[src/hw/uhc_defines.svh]
// Offsets, field positions, reset values and timing counts of the control block
`ifndef UHC_DEFINES_SVH
`define UHC_DEFINES_SVH

`define UHC_CLK_MHZ        100
// Wishbone byte addresses
`define UHC_ADR_CMD        8'h00
`define UHC_ADR_ISR        8'h04
`define UHC_ADR_IMR        8'h08
`define UHC_ADR_STAT       8'h0C
// Command register fields
`define UHC_CMD_RUN_BIT    0
`define UHC_CMD_SUSP_BIT   3
`define UHC_CMD_FGR_BIT    4
`define UHC_CMD_DBG_BIT    5
// Interrupt status and mask fields
`define UHC_ISR_RES_BIT    0
`define UHC_ISR_STEP_BIT   1
`define UHC_ISR_EOP_BIT    2
`define UHC_ISR_W          3
// Live status fields
`define UHC_STAT_HALT_BIT  0
`define UHC_STAT_SUSP_BIT  1
`define UHC_STAT_DRV_BIT   2
`define UHC_STAT_EOP_BIT   3
// Reset values
`define UHC_IMR_RST        3'h0
// Low-speed end of packet: two bit times SE0, one bit time J
`define UHC_EOP_SE0_NS     1333
`define UHC_EOP_J_NS       667
`define UHC_EOP_SE0_CYC    ((`UHC_EOP_SE0_NS * `UHC_CLK_MHZ + 999) / 1000)
`define UHC_EOP_J_CYC      ((`UHC_EOP_J_NS * `UHC_CLK_MHZ + 999) / 1000)

`endif

[src/hw/uhc_pkg.sv]
// Types shared by the suspend, resume and step-debug control logic
package uhc_pkg;

  // Schedule execution states
  typedef enum logic [2:0] {
    uhc_st_halted  = 3'b001,
    uhc_st_running = 3'b010,
    uhc_st_txn     = 3'b100
  } uhc_sched_state_type;

  // End-of-packet generator states
  typedef enum logic [2:0] {
    uhc_eop_idle = 3'b001,
    uhc_eop_se0  = 3'b010,
    uhc_eop_j    = 3'b100
  } uhc_eop_state_type;

  typedef struct packed {
    uhc_eop_state_type st;
    logic [7:0]        cnt;
    logic              done;
  } uhc_eop_regs_type;

  typedef struct packed {
    uhc_sched_state_type st;
    logic                run;
    logic                susp;
    logic                force_resume_signal;
    logic                dbg;
    logic [2:0]          isr;
    logic [2:0]          imr;
    logic                ack;
    logic [31:0]         rdata;
    logic                dp_s1;
    logic                dm_s1;
    logic                dp_s2;
    logic                dm_s2;
    logic                k_prev;
    logic                eop_start;
    logic                pin_dp;
    logic                pin_dm;
    logic                pin_oe_n;
  } uhc_ctl_regs_type;

endpackage : uhc_pkg

[src/hw/uhc_eop_if.sv]
// Handshake between the control logic and the end-of-packet generator
`timescale 1ns/1ps
`default_nettype none
interface uhc_eop_if;
  logic start;
  logic busy;
  logic done;
  logic se0;
  logic j;
  modport gen (input start, output busy, output done, output se0, output j);
  modport ctl (output start, input busy, input done, input se0, input j);
endinterface : uhc_eop_if
`default_nettype wire

[src/hw/uhc_eop_gen.sv]
// Low-speed end-of-packet generator: SE0 then J, then a done pulse
`timescale 1ns/1ps
`default_nettype none
`include "uhc_defines.svh"
module uhc_eop_gen (
  input  wire logic ref_clk_i,
  input  wire logic rst_n_i,
  input  wire logic clk_en_i,
  uhc_eop_if.gen    eop
);

  uhc_pkg::uhc_eop_regs_type r;
  uhc_pkg::uhc_eop_regs_type next_r;

  // Sequence timing; start is ignored while a sequence runs
  always_comb begin
    next_r      = r;
    next_r.done = 1'b0;
    unique case (r.st)
      uhc_pkg::uhc_eop_idle: begin
        if (eop.start) begin
          next_r.st  = uhc_pkg::uhc_eop_se0;
          next_r.cnt = 8'(`UHC_EOP_SE0_CYC - 1);
        end
      end
      uhc_pkg::uhc_eop_se0: begin
        if (r.cnt == 8'h00) begin
          next_r.st  = uhc_pkg::uhc_eop_j;
          next_r.cnt = 8'(`UHC_EOP_J_CYC - 1);
        end else begin
          next_r.cnt = r.cnt - 8'h01;
        end
      end
      uhc_pkg::uhc_eop_j: begin
        if (r.cnt == 8'h00) begin
          next_r.st   = uhc_pkg::uhc_eop_idle;
          next_r.done = 1'b1;
        end else begin
          next_r.cnt = r.cnt - 8'h01;
        end
      end
      default: next_r.st = uhc_pkg::uhc_eop_idle;
    endcase
  end

  // State register, frozen while the clock enable is low
  always_ff @(posedge ref_clk_i or negedge rst_n_i) begin
    if (!rst_n_i) begin
      r.st   <= uhc_pkg::uhc_eop_idle;
      r.cnt  <= 8'h00;
      r.done <= 1'b0;
    end else if (clk_en_i) begin
      r <= next_r;
    end
  end

  // Outputs straight from state flops
  assign eop.busy = (r.st != uhc_pkg::uhc_eop_idle);
  assign eop.se0  = (r.st == uhc_pkg::uhc_eop_se0);
  assign eop.j    = (r.st == uhc_pkg::uhc_eop_j);
  assign eop.done = r.done;

endmodule : uhc_eop_gen
`default_nettype wire

[src/hw/uhc_ctl.sv]
// Step-debug, global suspend and forced resume control with Wishbone slave
`timescale 1ns/1ps
`default_nettype none
`include "uhc_defines.svh"

// What this block does
// - Step-debug on: run bit is cleared after every finished transaction.
// - In step-debug, next transaction waits until software sets run again.
// - While force-resume is one, resume K-state is driven on the bus.
// - In suspend, connect, disconnect or K-state sets force-resume by hardware.
// - Force-resume falling from one to zero sends a low-speed EOP.
// - Force-resume reads back one until that EOP has completed.
// - While suspend-request is one, no new transaction starts; one already running finishes.
// - In suspend, resume signalling is detected and can interrupt the system.
// - Clearing run lets the current transaction finish, then halts.
// - Halted flag rises once stopped after run was cleared.
module uhc_ctl (
  input  wire logic        ref_clk_i,
  input  wire logic        rst_n_i,
  input  wire logic        clk_en_i,
  // Wishbone slave
  input  wire logic        wb_cyc_i,
  input  wire logic        wb_stb_i,
  input  wire logic        wb_we_i,
  input  wire logic [7:0]  wb_adr_i,
  input  wire logic [3:0]  wb_sel_i,
  input  wire logic [31:0] wb_dat_i,
  output logic      [31:0] wb_dat_o,
  output logic             wb_ack_o,
  // Schedule engine handshake, same clock
  output logic             txn_allow_o,
  input  wire logic        txn_start_i,
  input  wire logic        txn_done_i,
  input  wire logic        port_conn_change_i,
  // Bus line state from the transceiver, asynchronous
  input  wire logic        line_dp_i,
  input  wire logic        line_dm_i,
  // Bus drive, enable active low
  output logic             usb_dp_o,
  output logic             usb_dm_o,
  output logic             usb_oe_n_o,
  // Status
  output logic             suspended_o,
  output logic             controller_halted_flag_o,
  output logic             irq_o
);

  uhc_pkg::uhc_ctl_regs_type r;
  uhc_pkg::uhc_ctl_regs_type next_r;

  uhc_eop_if eop ();

  logic       req;
  logic       wr_take;
  logic       rd_take;
  logic       wr_cmd;
  logic       wr_imr;
  logic       rd_isr;
  logic       line_k;
  logic       k_rise;
  logic       fgr_rb;
  logic       res_evt;
  logic       fgr_clear;
  logic       fgr_set_sw;
  logic       step_evt;
  logic [7:0] cmd_rb;
  logic [3:0] stat_rb;
  logic [31:0] rd_mux;
  logic [2:0] isr_set;

  // Bus decode; writes and read side effects land on the ack edge
  assign req     = wb_cyc_i & wb_stb_i;
  assign wr_take = req & wb_we_i & r.ack;
  assign rd_take = req & ~wb_we_i & r.ack;
  assign wr_cmd  = wr_take & wb_sel_i[0] & (wb_adr_i == `UHC_ADR_CMD);
  assign wr_imr  = wr_take & wb_sel_i[0] & (wb_adr_i == `UHC_ADR_IMR);
  assign rd_isr  = rd_take & (wb_adr_i == `UHC_ADR_ISR);

  // Line state seen only after the second synchroniser stage
  assign line_k = ~r.dp_s2 & r.dm_s2;
  assign k_rise = line_k & ~r.k_prev;

  // Readback holds one through the pending start and the EOP itself
  assign fgr_rb = r.force_resume_signal | r.eop_start | eop.busy;

  // Resume event only counts in suspend and while we are not signalling
  assign res_evt = r.susp & ~fgr_rb
                 & (port_conn_change_i | k_rise);

  // Software edges on force-resume; a hardware set wins over a clear
  assign fgr_clear  = wr_cmd & r.force_resume_signal & ~wb_dat_i[`UHC_CMD_FGR_BIT]
                    & ~res_evt;
  assign fgr_set_sw = wr_cmd & ~fgr_rb & wb_dat_i[`UHC_CMD_FGR_BIT];

  // End of a transaction under step-debug
  assign step_evt = (r.st == uhc_pkg::uhc_st_txn) & txn_done_i & r.dbg;

  // Sticky interrupt sources
  always_comb begin
    isr_set                   = 3'h0;
    isr_set[`UHC_ISR_RES_BIT]  = res_evt;
    isr_set[`UHC_ISR_STEP_BIT] = step_evt;
    isr_set[`UHC_ISR_EOP_BIT]  = eop.done;
  end

  // Register readback images
  always_comb begin
    cmd_rb                      = 8'h00;
    cmd_rb[`UHC_CMD_RUN_BIT]    = r.run;
    cmd_rb[`UHC_CMD_SUSP_BIT]   = r.susp;
    cmd_rb[`UHC_CMD_FGR_BIT]    = fgr_rb;
    cmd_rb[`UHC_CMD_DBG_BIT]    = r.dbg;
    stat_rb                     = 4'h0;
    stat_rb[`UHC_STAT_HALT_BIT] = (r.st == uhc_pkg::uhc_st_halted);
    stat_rb[`UHC_STAT_SUSP_BIT] = r.susp;
    stat_rb[`UHC_STAT_DRV_BIT]  = r.force_resume_signal;
    stat_rb[`UHC_STAT_EOP_BIT]  = eop.busy;
  end

  // Read data mux; unmapped addresses answer with zero
  always_comb begin
    rd_mux = 32'h0000_0000;
    case (wb_adr_i)
      `UHC_ADR_CMD:  rd_mux = {24'h00_0000, cmd_rb};
      `UHC_ADR_ISR:  rd_mux = {29'h0000_0000, r.isr};
      `UHC_ADR_IMR:  rd_mux = {29'h0000_0000, r.imr};
      `UHC_ADR_STAT: rd_mux = {28'h000_0000, stat_rb};
      default:       rd_mux = 32'h0000_0000;
    endcase
  end

  // Next-state logic for all control state
  always_comb begin
    next_r = r;

    // Two-stage synchroniser on the line inputs
    next_r.dp_s1  = line_dp_i;
    next_r.dm_s1  = line_dm_i;
    next_r.dp_s2  = r.dp_s1;
    next_r.dm_s2  = r.dm_s1;
    next_r.k_prev = line_k;

    // Classic Wishbone: one wait state, ack for a single cycle
    next_r.ack = req & ~r.ack;
    if (req & ~r.ack) begin
      next_r.rdata = rd_mux;
    end

    // Schedule execution
    unique case (r.st)
      uhc_pkg::uhc_st_halted: begin
        if (r.run & ~r.susp & ~fgr_rb) begin
          next_r.st = uhc_pkg::uhc_st_running;
        end
      end
      uhc_pkg::uhc_st_running: begin
        if (~r.run | r.susp | fgr_rb) begin
          next_r.st = uhc_pkg::uhc_st_halted;
        end else if (txn_start_i) begin
          next_r.st = uhc_pkg::uhc_st_txn;
        end
      end
      uhc_pkg::uhc_st_txn: begin
        // Current transaction always runs to its end
        if (txn_done_i) begin
          if (r.dbg) begin
            next_r.run = 1'b0;
            next_r.st  = uhc_pkg::uhc_st_halted;
          end else if (r.run) begin
            next_r.st = uhc_pkg::uhc_st_running;
          end else begin
            next_r.st = uhc_pkg::uhc_st_halted;
          end
        end
      end
      default: next_r.st = uhc_pkg::uhc_st_halted;
    endcase

    // Software writes to the command bits
    if (wr_cmd) begin
      next_r.run  = wb_dat_i[`UHC_CMD_RUN_BIT];
      next_r.susp = wb_dat_i[`UHC_CMD_SUSP_BIT];
      next_r.dbg  = wb_dat_i[`UHC_CMD_DBG_BIT];
    end
    if (wr_imr) begin
      next_r.imr = wb_dat_i[2:0];
    end

    // Force-resume: hardware set, software set and clear
    next_r.eop_start = fgr_clear;
    if (fgr_clear) begin
      next_r.force_resume_signal = 1'b0;
    end
    if (fgr_set_sw | res_evt) begin
      next_r.force_resume_signal = 1'b1;
    end

    // Sticky status, cleared by a read; a new event wins
    next_r.isr = (r.isr & ~(rd_isr ? 3'h7 : 3'h0)) | isr_set;

    // Pin drive: resume K, then EOP SE0 and J, else released
    next_r.pin_oe_n = 1'b1;
    next_r.pin_dp   = 1'b0;
    next_r.pin_dm   = 1'b0;
    if (r.force_resume_signal) begin
      next_r.pin_oe_n = 1'b0;
      next_r.pin_dm   = 1'b1;
    end else if (eop.se0) begin
      next_r.pin_oe_n = 1'b0;
    end else if (eop.j) begin
      next_r.pin_oe_n = 1'b0;
      next_r.pin_dp   = 1'b1;
    end
  end

  // State register; constants only under reset
  always_ff @(posedge ref_clk_i or negedge rst_n_i) begin
    if (!rst_n_i) begin
      r          <= '0;
      r.st       <= uhc_pkg::uhc_st_halted;
      r.imr      <= `UHC_IMR_RST;
      r.pin_oe_n <= 1'b1;
    end else if (clk_en_i) begin
      r <= next_r;
    end
  end

  // Low-speed EOP sequencer, reset with this block
  uhc_eop_gen u_eop (
    .ref_clk_i (ref_clk_i),
    .rst_n_i   (rst_n_i),
    .clk_en_i  (clk_en_i),
    .eop       (eop.gen)
  );
  assign eop.start = r.eop_start;

  // No new transaction while suspended, resuming or halting
  assign txn_allow_o = (r.st == uhc_pkg::uhc_st_running) & r.run
                     & ~r.susp & ~fgr_rb;

  // Outputs
  assign wb_ack_o                 = r.ack;
  assign wb_dat_o                 = r.rdata;
  assign usb_dp_o                 = r.pin_dp;
  assign usb_dm_o                 = r.pin_dm;
  assign usb_oe_n_o               = r.pin_oe_n;
  assign suspended_o              = r.susp;
  assign controller_halted_flag_o = (r.st == uhc_pkg::uhc_st_halted);
  assign irq_o                    = |(r.isr & r.imr);

endmodule : uhc_ctl
`default_nettype wire

[config.mk]
export PLATFORM = sky130hd
export DESIGN_NAME = uhc_ctl
export DESIGN_NICKNAME = d
export VERILOG_FILES = /design/src/hw/uhc_pkg.sv /design/src/hw/uhc_eop_if.sv /design/src/hw/uhc_eop_gen.sv /design/src/hw/uhc_ctl.sv
export VERILOG_INCLUDE_DIRS = /design/src /design/src/hw
export SDC_FILE = /design/constraint.sdc
export NUM_CORES = 1
export LEC_CHECK = 0
export BUFFER_PORTS_ARGS = -buffer_cell sky130_fd_sc_hd__buf_4
export CORE_MARGIN = 3
export CORE_UTILIZATION = 45
export DETAILED_ROUTE_END_ITERATION = 8
export HOLD_SLACK_MARGIN = 0.1
export PLACE_DENSITY_LB_ADDON = 0.1
export SYNTH_ARGS = -nofsm -noshare
export SYNTH_HDL_FRONTEND = slang
export SYNTH_SLANG_ARGS = --single-unit
[constraint.sdc]
create_clock -name ref_clk_i -period 3.07 [get_ports ref_clk_i]
set_input_delay 0 -clock ref_clk_i [delete_from_list [all_inputs] [get_ports ref_clk_i]]
set_output_delay 0 -clock ref_clk_i [all_outputs]
set_load 0.05 [all_outputs]
; ---- Yosys cells after proc, flatten, opt, wreduce, memory -nomap -nowiden
; Index checks and enable logic that the tools add are counted.
[classes]
add_sub_neg = 1
n_reduce_logical = 16
n_eq_ne = 17
n_bitwise = 45
n_mux = 30
[ops]
columns = op, n
row1 = $and 1x1->1, 26
row2 = $pmux 6 s4, 1
row3 = $pmux 8 s3, 1
row4 = $mux 3, 7
row5 = $pmux 3 s3, 2
row6 = $eq 8x4->1 const B, 2
row7 = $logic_not 8->1, 2
row8 = $mux 8, 2
row9 = $reduce_and 4->1, 4
row10 = $mux 1, 13
row11 = $mux 11, 1
row12 = $not 1->1, 9
row13 = $eq 8x3->1 const B, 1
row14 = $reduce_and 2->1, 4
row15 = $reduce_bool 2->1, 4
row16 = $sub 8x1->8 const B, 1
row17 = $and 3x3->3, 2
row18 = $eq 3x1->1 const B, 2
row19 = $eq 3x2->1 const B, 2
row20 = $eq 3x3->1 const B, 2
row21 = $ne 2x1->1 const B, 3
row22 = $ne 2x2->1 const B, 3
row23 = $or 1x1->1, 6
row24 = $mux 2, 2
row25 = other kinds (7), 7
[word_totals]
output_inout_bits = 40
word_cells = 130
ff_bits = 67
input_bits = 55

; ---- Logic depth before layout (Yosys ltp)
; Gate-level depths: netlist (run 1).
[logic_depth]
depth_word = 10
depth_mapped = 8
mapped_depth_nobuf = 6

; ---- By module
; From an unflattened synthesis (run 1), not the netlist that was laid out.
[unflattened]
hier_cells = 237
area_unflattened_um2 = 2449.8
[by_module_without_submodules]
columns = module, instances, cells_per_inst, area_each_um2, seq_area_each_um2
row1 = uhc_ctl, 1, 160, 1662.8, 728.2
row2 = uhc_eop_gen, 1, 77, 787.0, 301.5

; ---- Least setup slack after synthesis (run 1)
; No wires, ideal clock.
[synth_path]
path_kind = register to register
from = register r[52] (netlist bit)
to = register r, in the netlist wb_dat_o[0]
required_ps = 3005
path_slack_ps = 470
stages_incl_launch_ff = 5
period_less_slack_ps = 2600
arrival_time_ps = 2535
n_path_buf = 1
setup_ps = 65
cell_sequence = dfstp_2 clkbuf_1 nor3b_1 mux4_2 a22o_1
[synth_between]
elab_chain_len = 2
[synth_rtl]
columns = element, line_no
row1 = "start, declared", uhc_ctl.sv:48  ; uhc_pkg::uhc_ctl_regs_type r;
row2 = "start signal, assigned", uhc_ctl.sv:224  ; r <= next_r;
row3 = $eq 3x1->1, --
row4 = named net controller_halted_flag_o, uhc_ctl.sv:44  ; output logic controller_halted_flag_o,
row5 = $pmux 6 s4, uhc_ctl.sv:123  ; case (wb_adr_i)
; The timed path passes the listed nets, and every way through them passes these cells.
; A chain may end at the register's enable or synchronous reset.

; ---- Worst setup path after layout (run 1)
[layout_path]
from = register u_eop.r[9] (netlist bit)
to = register r[54] (netlist bit)
[layout_between]
elab_chain_len = 6
word_cells_on_any_way = 10
cone_classes = 3 x eq/ne / 2 x mux / 4 x bitwise / 1 x reduce/logical
[layout_rtl]
columns = element, line_no
row1 = "start, declared", uhc_eop_gen.sv:12  ; uhc_pkg::uhc_eop_regs_type r;
row2 = "start signal, assigned", uhc_eop_gen.sv:53  ; r <= next_r;
row3 = $ne 3x1->1 *, uhc_eop_gen.sv:58  ; assign eop.busy = (r.st != uhc_pkg::uhc_eop_idle);
row4 = $or 1x1->1 *, uhc_ctl.sv:84  ; assign fgr_rb = r.force_resume_signal | r.eop_start | eop.busy;
row5 = $not 1->1, uhc_ctl.sv:152  ; if (r.run & ~r.susp & ~fgr_rb) begin
row6 = $and 1x1->1, uhc_ctl.sv:152
row7 = $ne 2x1->1 (no source line), --
row8 = $reduce_and 4->1 (no source line), --
; Every way passes the cells marked *; elsewhere a longest branch is shown, timed or not.

==> out/qor.yml, run 1 <==
htree_num_levels: 2
slowest_delay_ps: 620
top_level_ports: 95
cts_resized: 0
initial_utilization_pct: 47.36
grt_pass1_wl_um: 8231
grt_max_degree: 42
synth_area_um2: 2450
tritoncts: "done"
routed_wl_um: 5048
critical_path.endpoint_type: "flop"
reg2reg_depth: 5
grt_overflow: 0
cts_buffer_depth: 2
ys_seq_area_share_pct: 42.03
track_usage_pct: 16.61
via_per_inst: 5.227
max_freq_mhz: 399.3
rows: 26
cp_slowest_cell: "dfstp_2"
syn_to_final_growth_pct: 17.11
final_nets: 342
cellLeakagePower_nw: 1.304
final_common_cell: "buf_4"
critPathLaunchType: "flop"
drt_iter0_markers: 87
grt_pass1_vias: 1727
crit_start: "u_eop.r[9]$_DFFE_PN1P_"
setup_tns_ps: 0
yosysTopAreaCell: "dfrtp_1"
die-area_um2: 6366
p_per_area_nw_per_um2: 428.2
synth_xor_area_share_pct: 0.3575
outcome: "complete, no violations"
cts_root_buf: "clkbuf_8"
min_to: "wb_dat_o[1]$_DFFE_PN0P_"
synth_compound_area_share_pct: 17.36
drtPass1Iterations: 4
nFillCells: 472
synth_simple_gate_area_share_pct: 17.42
postSynthCellCount: 243
die_x_um: 79.79
path_class: "flop to flop"
synthArstFlopShare_pct: 100.0
wl_per_cell_um: 14.14
clock_skew_ps: 1.650
period_share_pct: 81.57
synth_top_family_by_area: "simple AND/OR/NAND/NOR gates"
finalHoldViolCount: 0
total_power_w: 0.001229
synth_cell_types: 60
max_slew_margin_pct: 55.51
fp.coreArea_um2: 5172
antenna_cells: 0
clock_sink_count: 41
die_h_um: 79.79
worst_pin_slew_ps: 666.2
hold_depth: 3
hold_start: "wb_adr_i[3]"
num_vias: 1866
path_cells: "or3b_4 -> or4b_4 -> nor3_2 -> a32o_1 -> dlygate4sd3_1"
rr_startpoint: "u_eop.r[9]$_DFFE_PN1P_"
crit_arrival_ps: 2740
drv_slew: 0
insertion_delay_ps: 290
cts_inserted_buffers: 5
dp.final_hpwl_um: 3659
synth_fa_ha_area_share_pct: 0.5107
final_cell_mix: "39 x buf_4, 38 x dfrtp_1, 26 x conb_1"
synthMuxAreaShare_pct: 8.223
required_ps: 3300
postCtsSetupBuffers: 0
yosys-top-cells-area: "dfrtp_1 39%, buf_4 9.8%, mux2_2 6.9%, dfstp_2 3.2%, o21ai_0 2.9%"
vdd_ir_drop_max_uv: 283.2
r2r_slack_ps: 570
setup_slack_ps: 565.8
drive_gt1_share_pct: 26.48
worstHoldPathType: "input port to flop"
drc: 0
maxCapViolations: 0
antenna_found_initial: 0
syn_avg_cell_area_um2: 10.08
path_clk_slew_ps: 80
cp_max_fo: 11
synth_seq_cells: 41
pre_cts_slack_ps: 946.6
ant_nets: 0
port_buffers: 39
r2r-end: "r[54]$_DFFE_PN0P_"
synthFlopType: "dfrtp_1"
synth_top_area_share_pct: 38.82
globalplace.congestion: 0.8211
synth_edf_count: 0
yosysWarnings: 0
rsz0062_at_grt: "false"
setup_viol_count_final: 0
period_minus_slack_ps: 2504
-- synthesized netlist by cell type, drive strengths merged, types with 2 or more instances --
master / instances
or3b: 2
dfrtp: 38
o21ai: 14
o31a: 2
dfstp: 3
and3: 3
nor4: 3
nand4: 2
mux2: 15
inv: 12
nor2b: 5
nor3: 6
a211oi: 6
and3b: 2
or2: 2
buf: 37
o31ai: 3
nor3b: 5
o32ai: 4
a22o: 4
nand2b: 7
a31oi: 4
clkbuf: 5
o2bb2ai: 3
a21o: 2
or3: 2
a22oi: 2
nor2: 9
nand2: 15
nand3: 2
-- worst max-delay path by stage --
| stage | endpoint | slack, ps | depth (start not counted) |
|---|---|---|---|
| 2_1_floorplan | wb_dat_o[0]$_DFFE_PN0P_ | 470 | 4 |
| 3_3_place_gp | u_eop.r[5]$_DFFE_PN0P_ | 870 | 6 |
| 3_5_place_dp | u_eop.r[3]$_DFFE_PN0P_ | 950 | 6 |
| 4_1_cts | r[54]$_DFFE_PN0P_ | 570 | 5 |
| 5_1_grt | r[54]$_DFFE_PN0P_ | 490 | 5 |
| 6_report | r[54]$_DFFE_PN0P_ | 570 | 5 |
-- per-stage QoR --
step	area (µm²)	cells	util [%]	hold slack (ps)
after global routing	2869	357	55.47	117.5
after CTS	2869	357	55.47	101.0
after global placement	2628	335	50.80	17.00
final	2869	357	55.47	100.4
after detailed placement	2628	335	50.80	16.30
after floorplan	2544	268	-	-295.6
-- cell type report --
class | count | area [µm²] | area share [%]
multi-input cells | 173 | 1172 | 40.86
repair buffers | 53 | 432.9 | 15.09
well taps | 70 | 87.58 | 3.053
inverters | 12 | 45.04 | 1.570
clock inverters | 1 | 5.005 | 0.1744
flip-flops and latches | 41 | 1030 | 35.89
clock buffers | 7 | 96.34 | 3.358
-- routing by layer --
| layer | track usage [%] | part of all wire, % |
|---|---|---|
| met1 | 23.02 | 48 |
| met2 | 25.54 | 47 |
| met3 | 3.160 | 4.2 |
| met4 | 6.588 | 1.4 |
| met5 | 0 | 0 |
-- flip-flops by register name, indices dropped and copies added, names as in the netlist --
signal          count
cmd_rb              2
eop.start           1
next_r              2
r                  13
suspended_o         1
u_eop.eop.done      1
u_eop.r            11
usb_dm_o            1
usb_dp_o            1
usb_oe_n_o          1
wb_ack_o            1
wb_dat_o            6
-- critical path: cells and delay by family, from the launching register on --
kind / cells / cell delay [ps]
AOI/OAI and AO/OA: 1 / 180
buffers and inverters: 1 / 540
DFF: 1 / 620
and+or+nand+nor: 3 / 1110
-- power by group --
group | leakage (nW) | internal (W) | switching (W) | total, W
combinational | 0.711 | 0.0000800 | 0.000159 | 0.000239
clock | 0.0542 | 0.000203 | 0.000188 | 0.000391
sequential | 0.538 | 0.000571 | 0.0000271 | 0.000598
-- cell families (layout without fill, tap and decap cells) --
family / after synthesis / count (layout)
buffers and inverters: 54 / 73
adders and majority gates: 1 / 1
AOI/OAI and AO/OA: 57 / 57
xor gates and xnor gates: 1 / 1
muxes: 17 / 17
other: 1 / 26
and+or+nand+nor: 71 / 71
DFF: 41 / 41
-- what timing repair did --
| item | in CTS | in global routing |
|---|---|---|
| hold buffers | 14 | 0 |
| endpoints found under the setup margin | 0 | 0 |
| endpoints found under the hold margin | 54 | 0 |
Power figures use the tool's default switching activity.
==> run 2: changes to the inputs <==
--- a/config.mk
+++ b/config.mk
@@ -6,6 +6,7 @@
 export SDC_FILE = /design/constraint.sdc
 export NUM_CORES = 1
 export LEC_CHECK = 0
+export ABC_AREA = 1
 export BUFFER_PORTS_ARGS = -buffer_cell sky130_fd_sc_hd__buf_4
 export CORE_MARGIN = 3
 export CORE_UTILIZATION = 45
==> constraint.sdc (replaced) <==
create_clock -name ref_clk_i -period 2.4 [get_ports ref_clk_i]
set_input_delay 0 -clock ref_clk_i [delete_from_list [all_inputs] [get_ports ref_clk_i]]
set_output_delay 0 -clock ref_clk_i [all_outputs]
set_load 0.05 [all_outputs]
==> run 2 against run 1 <==
Sequential cell count unchanged. First-iteration DRC count shrank 8.0%. Critical path depth is 4 higher. Worst hold slack better by 40 ps. Setup slack worse by 140 ps. Final cell count up 34%. Sequential share of layout area down 2.5 points. Sequential power up 50%. Global-route usage is 1.9 points higher. Final area is 7.3% higher.
==> out/qor.yml, run 2 <==
drive_gt1_share_pct: 18.47
yosysTopAreaCell: "dfrtp_1"
p_sw_w: 0.001046
drtPass1Iterations: 4
synth_seq_cells: 41
cts_inserted_buffers: 5
num_vias: 2247
setup_viol_count_final: 0
die_h_um: 81.94
postCtsSetupBuffers: 0
ys_seq_area_share_pct: 39.68
via_per_inst: 4.701
vdd_ir_drop_max_uv: 360.0
routed_wl_um: 5660
placed_area_um2: 2823
grt_max_degree: 42
max_slew_margin_pct: 63.61
outcome: "complete, no violations"
port_buffers: 39
worstHoldPathType: "input port to flop"
postSynthCellCount: 351
total_power_w: 0.002372
seqPwrFrac_pct: 37.9
grt_overflow: 0
finalHoldViolCount: 0
drv_slew: 0
synth_most_common_cell: "nand2_1"
final_nets: 461
power_frac_comb_pct: 42.8
fin_util_pct: 55.58
track_usage_pct: 18.52
grt_pass1_vias: 2027
final_common_cell: "nand2_1"
ant_nets: 0
finalNonFillerCells: 478
critical_path.endpoint_type: "flop"
antenna_cells: 0
die-area_um2: 6714
design_area_um2: 3079
syn_avg_cell_area_um2: 7.393
largest_reg_flops: 13
drt_iter0_markers: 80
maxCapViolations: 0
rr_startpoint: "u_eop.r[9]$_DFFE_PN1P_"
cts_buffer_depth: 2
crit_arrival_ps: 2210
initial_utilization_pct: 46.84
synthFlopType: "dfrtp_1"
hold_start: "wb_sel_i[0]"
fp.coreArea_um2: 5540
yosysWarnings: 0
clock_sink_count: 41
cts_root_buf: "clkbuf_8"
top_level_ports: 95
synth_area_um2: 2595
required_ps: 2630
yosys-top-cells-count: "110 x nand2_1, 38 x dfrtp_1, 37 x inv_1, 35 x nand3_1, 32 x buf_4"
synth_top_area_share_pct: 36.64
synthArstFlopShare_pct: 100.0
dp.final_hpwl_um: 4197
cp_max_fo: 14
antenna_found_initial: 0
top_register: "r"
globalplace.congestion: 0.7929
drc: 0
final_cell_mix: "110 x nand2_1, 39 x buf_4, 38 x dfrtp_1"
wl_per_cell_um: 11.84
p_per_area_nw_per_um2: 770.2
insertion_delay_ps: 300
cellLeakagePower_nw: 1.688
synth_edf_count: 0
yosys-top-cells-area: "dfrtp_1 37%, nand2_1 16%, buf_4 9.3%, nand3_1 6.8%, inv_1 5.4%"
rows: 27
die_x_um: 81.94
nFillCells: 551
p_sw_share_pct: 44.12
setup_tns_ps: 0
clock_skew_ps: 8.249
period_minus_slack_ps: 1974
clock_power_share_pct: 19.3
p_int_w: 0.001325
numPlacedInstances: 453
path_clk_slew_ps: 90
synth_cell_types: 32
path_class: "input port to flop"
tritoncts: "done"
crit_start: "clk_en_i"
rsz0062_at_grt: "false"
syn_to_final_growth_pct: 18.66
worst_pin_slew_ps: 545.9
grt_pass1_wl_um: 9570
max_freq_mhz: 506.5
htree_num_levels: 2
critPathLaunchType: "input port"
period_share_pct: 82.26
-- run 2: cell types whose count changed after synthesis, sizes merged, moves of 5 or more --
| cell | change |
|---|---|
| nor2 | +26 |
| nand3 | +38 |
| mux2 | -15 |
| nand2b | -7 |
| inv | +31 |
| nor2b | -5 |
| nand2 | +98 |
| o21ai | +11 |
| a211oi | -6 |
| nor3b | -5 |
-- run 2: cell type report --
class | instances | area [µm²] | area share, %
repair buffers | 56 | 462.9 | 15.03
clock buffers | 5 | 68.82 | 2.235
inverters | 43 | 161.4 | 5.242
flip-flops and latches | 41 | 1030 | 33.44
multi-input cells | 258 | 1249 | 40.55
clock inverters | 3 | 17.52 | 0.5689
well taps | 72 | 90.09 | 2.926
-- run 2: worst max-delay path: stages --
cell and delay (ps):
dlygate4sd3_1 520, buf_4 190, inv_2 160, nor2_1 190
inv_1 100, nor3_1 250, o211ai_1 150, nand2_1 90
dlygate4sd3_1 560
-- run 2: repair_timing --
action / in CTS / in global routing
resized for setup: 0 / 0
hold endpoints to repair: 61 / 0
hold buffers: 17 / 0
-- run 2: cells by family (layout without fill, tap and decap cells) --
| family | count (synthesis) | in the layout | synth area share, % |
|---|---|---|---|
| other | 1 | 26 | 0.1445 |
| AND/OR/NAND/NOR | 198 | 198 | 36.40 |
| flip-flops | 41 | 41 | 39.68 |
| buffers and inverters | 77 | 107 | 15.81 |
| adder cells (fa/ha/maj) | 1 | 1 | 0.4821 |
| XOR/XNOR | 1 | 1 | 0.3376 |
| AO/OA/AOI/OAI | 32 | 32 | 7.136 |
-- run 2: final timing paths --
| check | endpoint | slack, ps | cells after the start |
|---|---|---|---|
| worst max-delay path | r[45]$_DFFE_PN0P_ | 430 | 9 |
| worst min-delay path | suspended_o$_DFFE_PN0P_ | 140 | 5 |
| worst max register to register | r[45]$_DFFE_PN0P_ | 570 | 5 |
| worst min register to register | r[52]$_DFFE_PN1P_ | 470 | 2 |
| max in group asynchronous | r[52]$_DFFE_PN1P_ | 1780 | 2 |
| min in group asynchronous | wb_dat_o[2]$_DFFE_PN0P_ | 220 | 2 |
-- run 2: per-layer routing --
layer,GRT usage (%),routed length [µm],up-vias
li1,-,-,1163
met1,25.02,2668,1034
met2,30.37,2718,44
met3,3.728,210,6
met4,4.485,62,0
met5,0,0,-
-- run 2: power by group through the flow --
stage          Clock, W  Sequential (W)  Combinational [W]
2_1_floorplan         0        0.000938           0.000782
3_3_place_gp          0        0.000910           0.000986
3_5_place_dp          0        0.000913            0.00100
4_1_cts        0.000478        0.000900            0.00103
5_1_grt        0.000503        0.000913            0.00115
6_report       0.000459        0.000898            0.00102
-- run 2: metrics by stage --
stage | hold slack [ps] | worst slack (ps)
after floorplan | -295.6 | 575.9
after global placement | 20.80 | 748.2
after detailed placement | 30.34 | 706.3
after CTS | 131.0 | 423.5
after global routing | 186.0 | 184.8
final | 140.1 | 425.7
==> run 3: changes to the inputs <==
==> constraint.sdc (replaced) <==
create_clock -name ref_clk_i -period 1.9 [get_ports ref_clk_i]
set_input_delay 0 -clock ref_clk_i [delete_from_list [all_inputs] [get_ports ref_clk_i]]
set_output_delay 0 -clock ref_clk_i [all_outputs]
set_load 0.05 [all_outputs]
==> run 3 against run 2 <==
Clock-buffer cell count did not move. Via count shrank 0.85%. Core utilization increased by 0.68 points. Combinational power up 26%. Clock skew increased by 1.1 ps. Power is 38% higher. Final cell count down 0.21%. Largest power group unchanged.
==> out/qor.yml, run 3 (synthesis gave the netlist of run 2 again) <==
cts_resized: 0
multi_input_area_um2: 1249
p_int_w: 0.001942
worstHoldPathType: "input port to flop"
final_nets: 460
worst_pin_slew_ps: 532.2
hold_ws_ps: 130.5
placed_area_um2: 2823
drc: 0
largest_reg_flops: 13
vdd_ir_drop_max_uv: 527.8
critPathLaunchType: "flop"
port_buffers: 39
nFillCells: 539
fp.coreArea_um2: 5540
dp.final_hpwl_um: 4193
clock_sink_count: 41
grt_max_degree: 42
ant_nets: 0
die_x_um: 81.94
final_common_cell: "nand2_1"
crit_arrival_ps: 1880
ff_latch_area_um2: 1030
final_cell_mix: "110 x nand2_1, 39 x buf_4, 38 x dfrtp_1"
setup_tns_ps: 0
setup_viol_count_final: 0
rsz0062_at_grt: "false"
tritoncts: "done"
seqPwrFrac_pct: 34.8
drt_iter0_markers: 62
drtPass1Iterations: 4
period_share_pct: 89.12
insertion_delay_ps: 300
grt_pass1_vias: 2022
rows: 27
crit_top_cell: "nand2_1"
num_vias: 2228
path_cells: "inv_1 -> ha_1 -> nand2_1 -> nor2_2 -> nand2_1 -> nand2_1 -> nand2_1 -> nand2_1 -> o21ai_1"
finalHoldViolCount: 0
max_slew_margin_pct: 64.52
globalplace.congestion: 0.7960
antenna_cells: 0
clock_skew_ps: 9.341
power_frac_comb_pct: 39.3
grt_overflow: 0
path_buf_inv: 1
drv_slew: 0
antenna_found_initial: 0
outcome: "complete, no violations"
die-area_um2: 6714
track_usage_pct: 17.84
p_sw_share_pct: 40.54
drive_gt1_share_pct: 18.52
critical_path.endpoint_type: "flop"
cts_inserted_buffers: 5
wl_per_cell_um: 11.68
p_sw_w: 0.001324
via_per_inst: 4.671
max_freq_mhz: 590.5
die_h_um: 81.94
cp_slowest_cell: "dfrtp_1"
p_per_area_nw_per_um2: 1048
crit_family: "simple AND/OR/NAND/NOR gates"
cellLeakagePower_nw: 1.705
syn_to_final_growth_pct: 20.11
top_level_ports: 95
slowest_delay_ps: 380
cts_root_buf: "clkbuf_8"
path_clk_slew_ps: 90
design_area_um2: 3117
top_register: "r"
cp_max_fo: 7
grt_pass1_wl_um: 9197
routed_wl_um: 5573
initial_utilization_pct: 46.84
period_minus_slack_ps: 1693
clock_power_share_pct: 25.9
path_class: "flop to flop"
cts_buffer_depth: 2
maxCapViolations: 0
htree_num_levels: 2
required_ps: 2090
[run 3: final timing paths]
check	startpoint	to	slack, ps	depth (start not counted)
setup / recovery	u_eop.r[1]$_DFFE_PN0P_	u_eop.r[11]$_DFFE_PN0P_	210	9
hold / removal	wb_adr_i[0]	suspended_o$_DFFE_PN0P_	130	6
setup reg to reg	u_eop.r[1]$_DFFE_PN0P_	u_eop.r[11]$_DFFE_PN0P_	210	9
hold reg to reg	r[52]$_DFFE_PN1P_	r[52]$_DFFE_PN1P_	470	2
max in group asynchronous	rst_n_i	r[52]$_DFFE_PN1P_	1290	2
min in group asynchronous	rst_n_i	wb_dat_o[3]$_DFFE_PN0P_	220	2
[run 3: power by group through the flow]
stage | combinational (W) | sequential (W) | clock, W
global route | 0.00144 | 0.00116 | 0.000903
detailed placement | 0.00127 | 0.00115 | 0
global placement | 0.00125 | 0.00115 | 0
floorplan | 0.000988 | 0.00118 | 0
finish | 0.00129 | 0.00114 | 0.000846
CTS | 0.00130 | 0.00114 | 0.000872
[run 3: layout make-up]
type / instances / area share, %
inverters: 43 / 5.179
repair buffers: 55 / 14.53
flip-flops and latches: 41 / 33.04
clock buffers: 5 / 2.208
well taps: 72 / 2.890
clock inverters: 3 / 2.088
multi-input cells: 258 / 40.06
[run 3: what timing repair did]
| item | 4_1_cts | 5_1_grt |
|---|---|---|
| hold buffers | 16 | 0 |
| setup buffers | 0 | 0 |
| endpoints found under the hold margin | 61 | 0 |
| endpoints found under the setup margin | 0 | 0 |
[run 3: routing by layer]
metal  track usage (%)  wire [µm]  up-vias
li1                  -          -     1155
met1             22.85       2642     1021
met2             29.89       2617       47
met3             4.386        251        5
met4             4.817         61        0
met5                 0          0        -
[run 3: worst min-delay path: stages]
cell,delay (ps)
buf_4,80
nor2_1,40
nand3_1,70
nor2_2,80
nand3_1,70
nand2_1,50
[run 3: through the flow]
step | util (%) | total power (W) | setup WS, ps | std cells
after floorplan | - | 0.002172 | 75.87 | 376
after global placement | 50.95 | 0.002395 | 250.6 | 453
after detailed placement | 50.95 | 0.002418 | 219.3 | 453
after CTS | 56.26 | 0.003304 | 203.2 | 477
after global routing | 56.26 | 0.003499 | 70.28 | 477
final | 56.26 | 0.003266 | 206.6 | 477
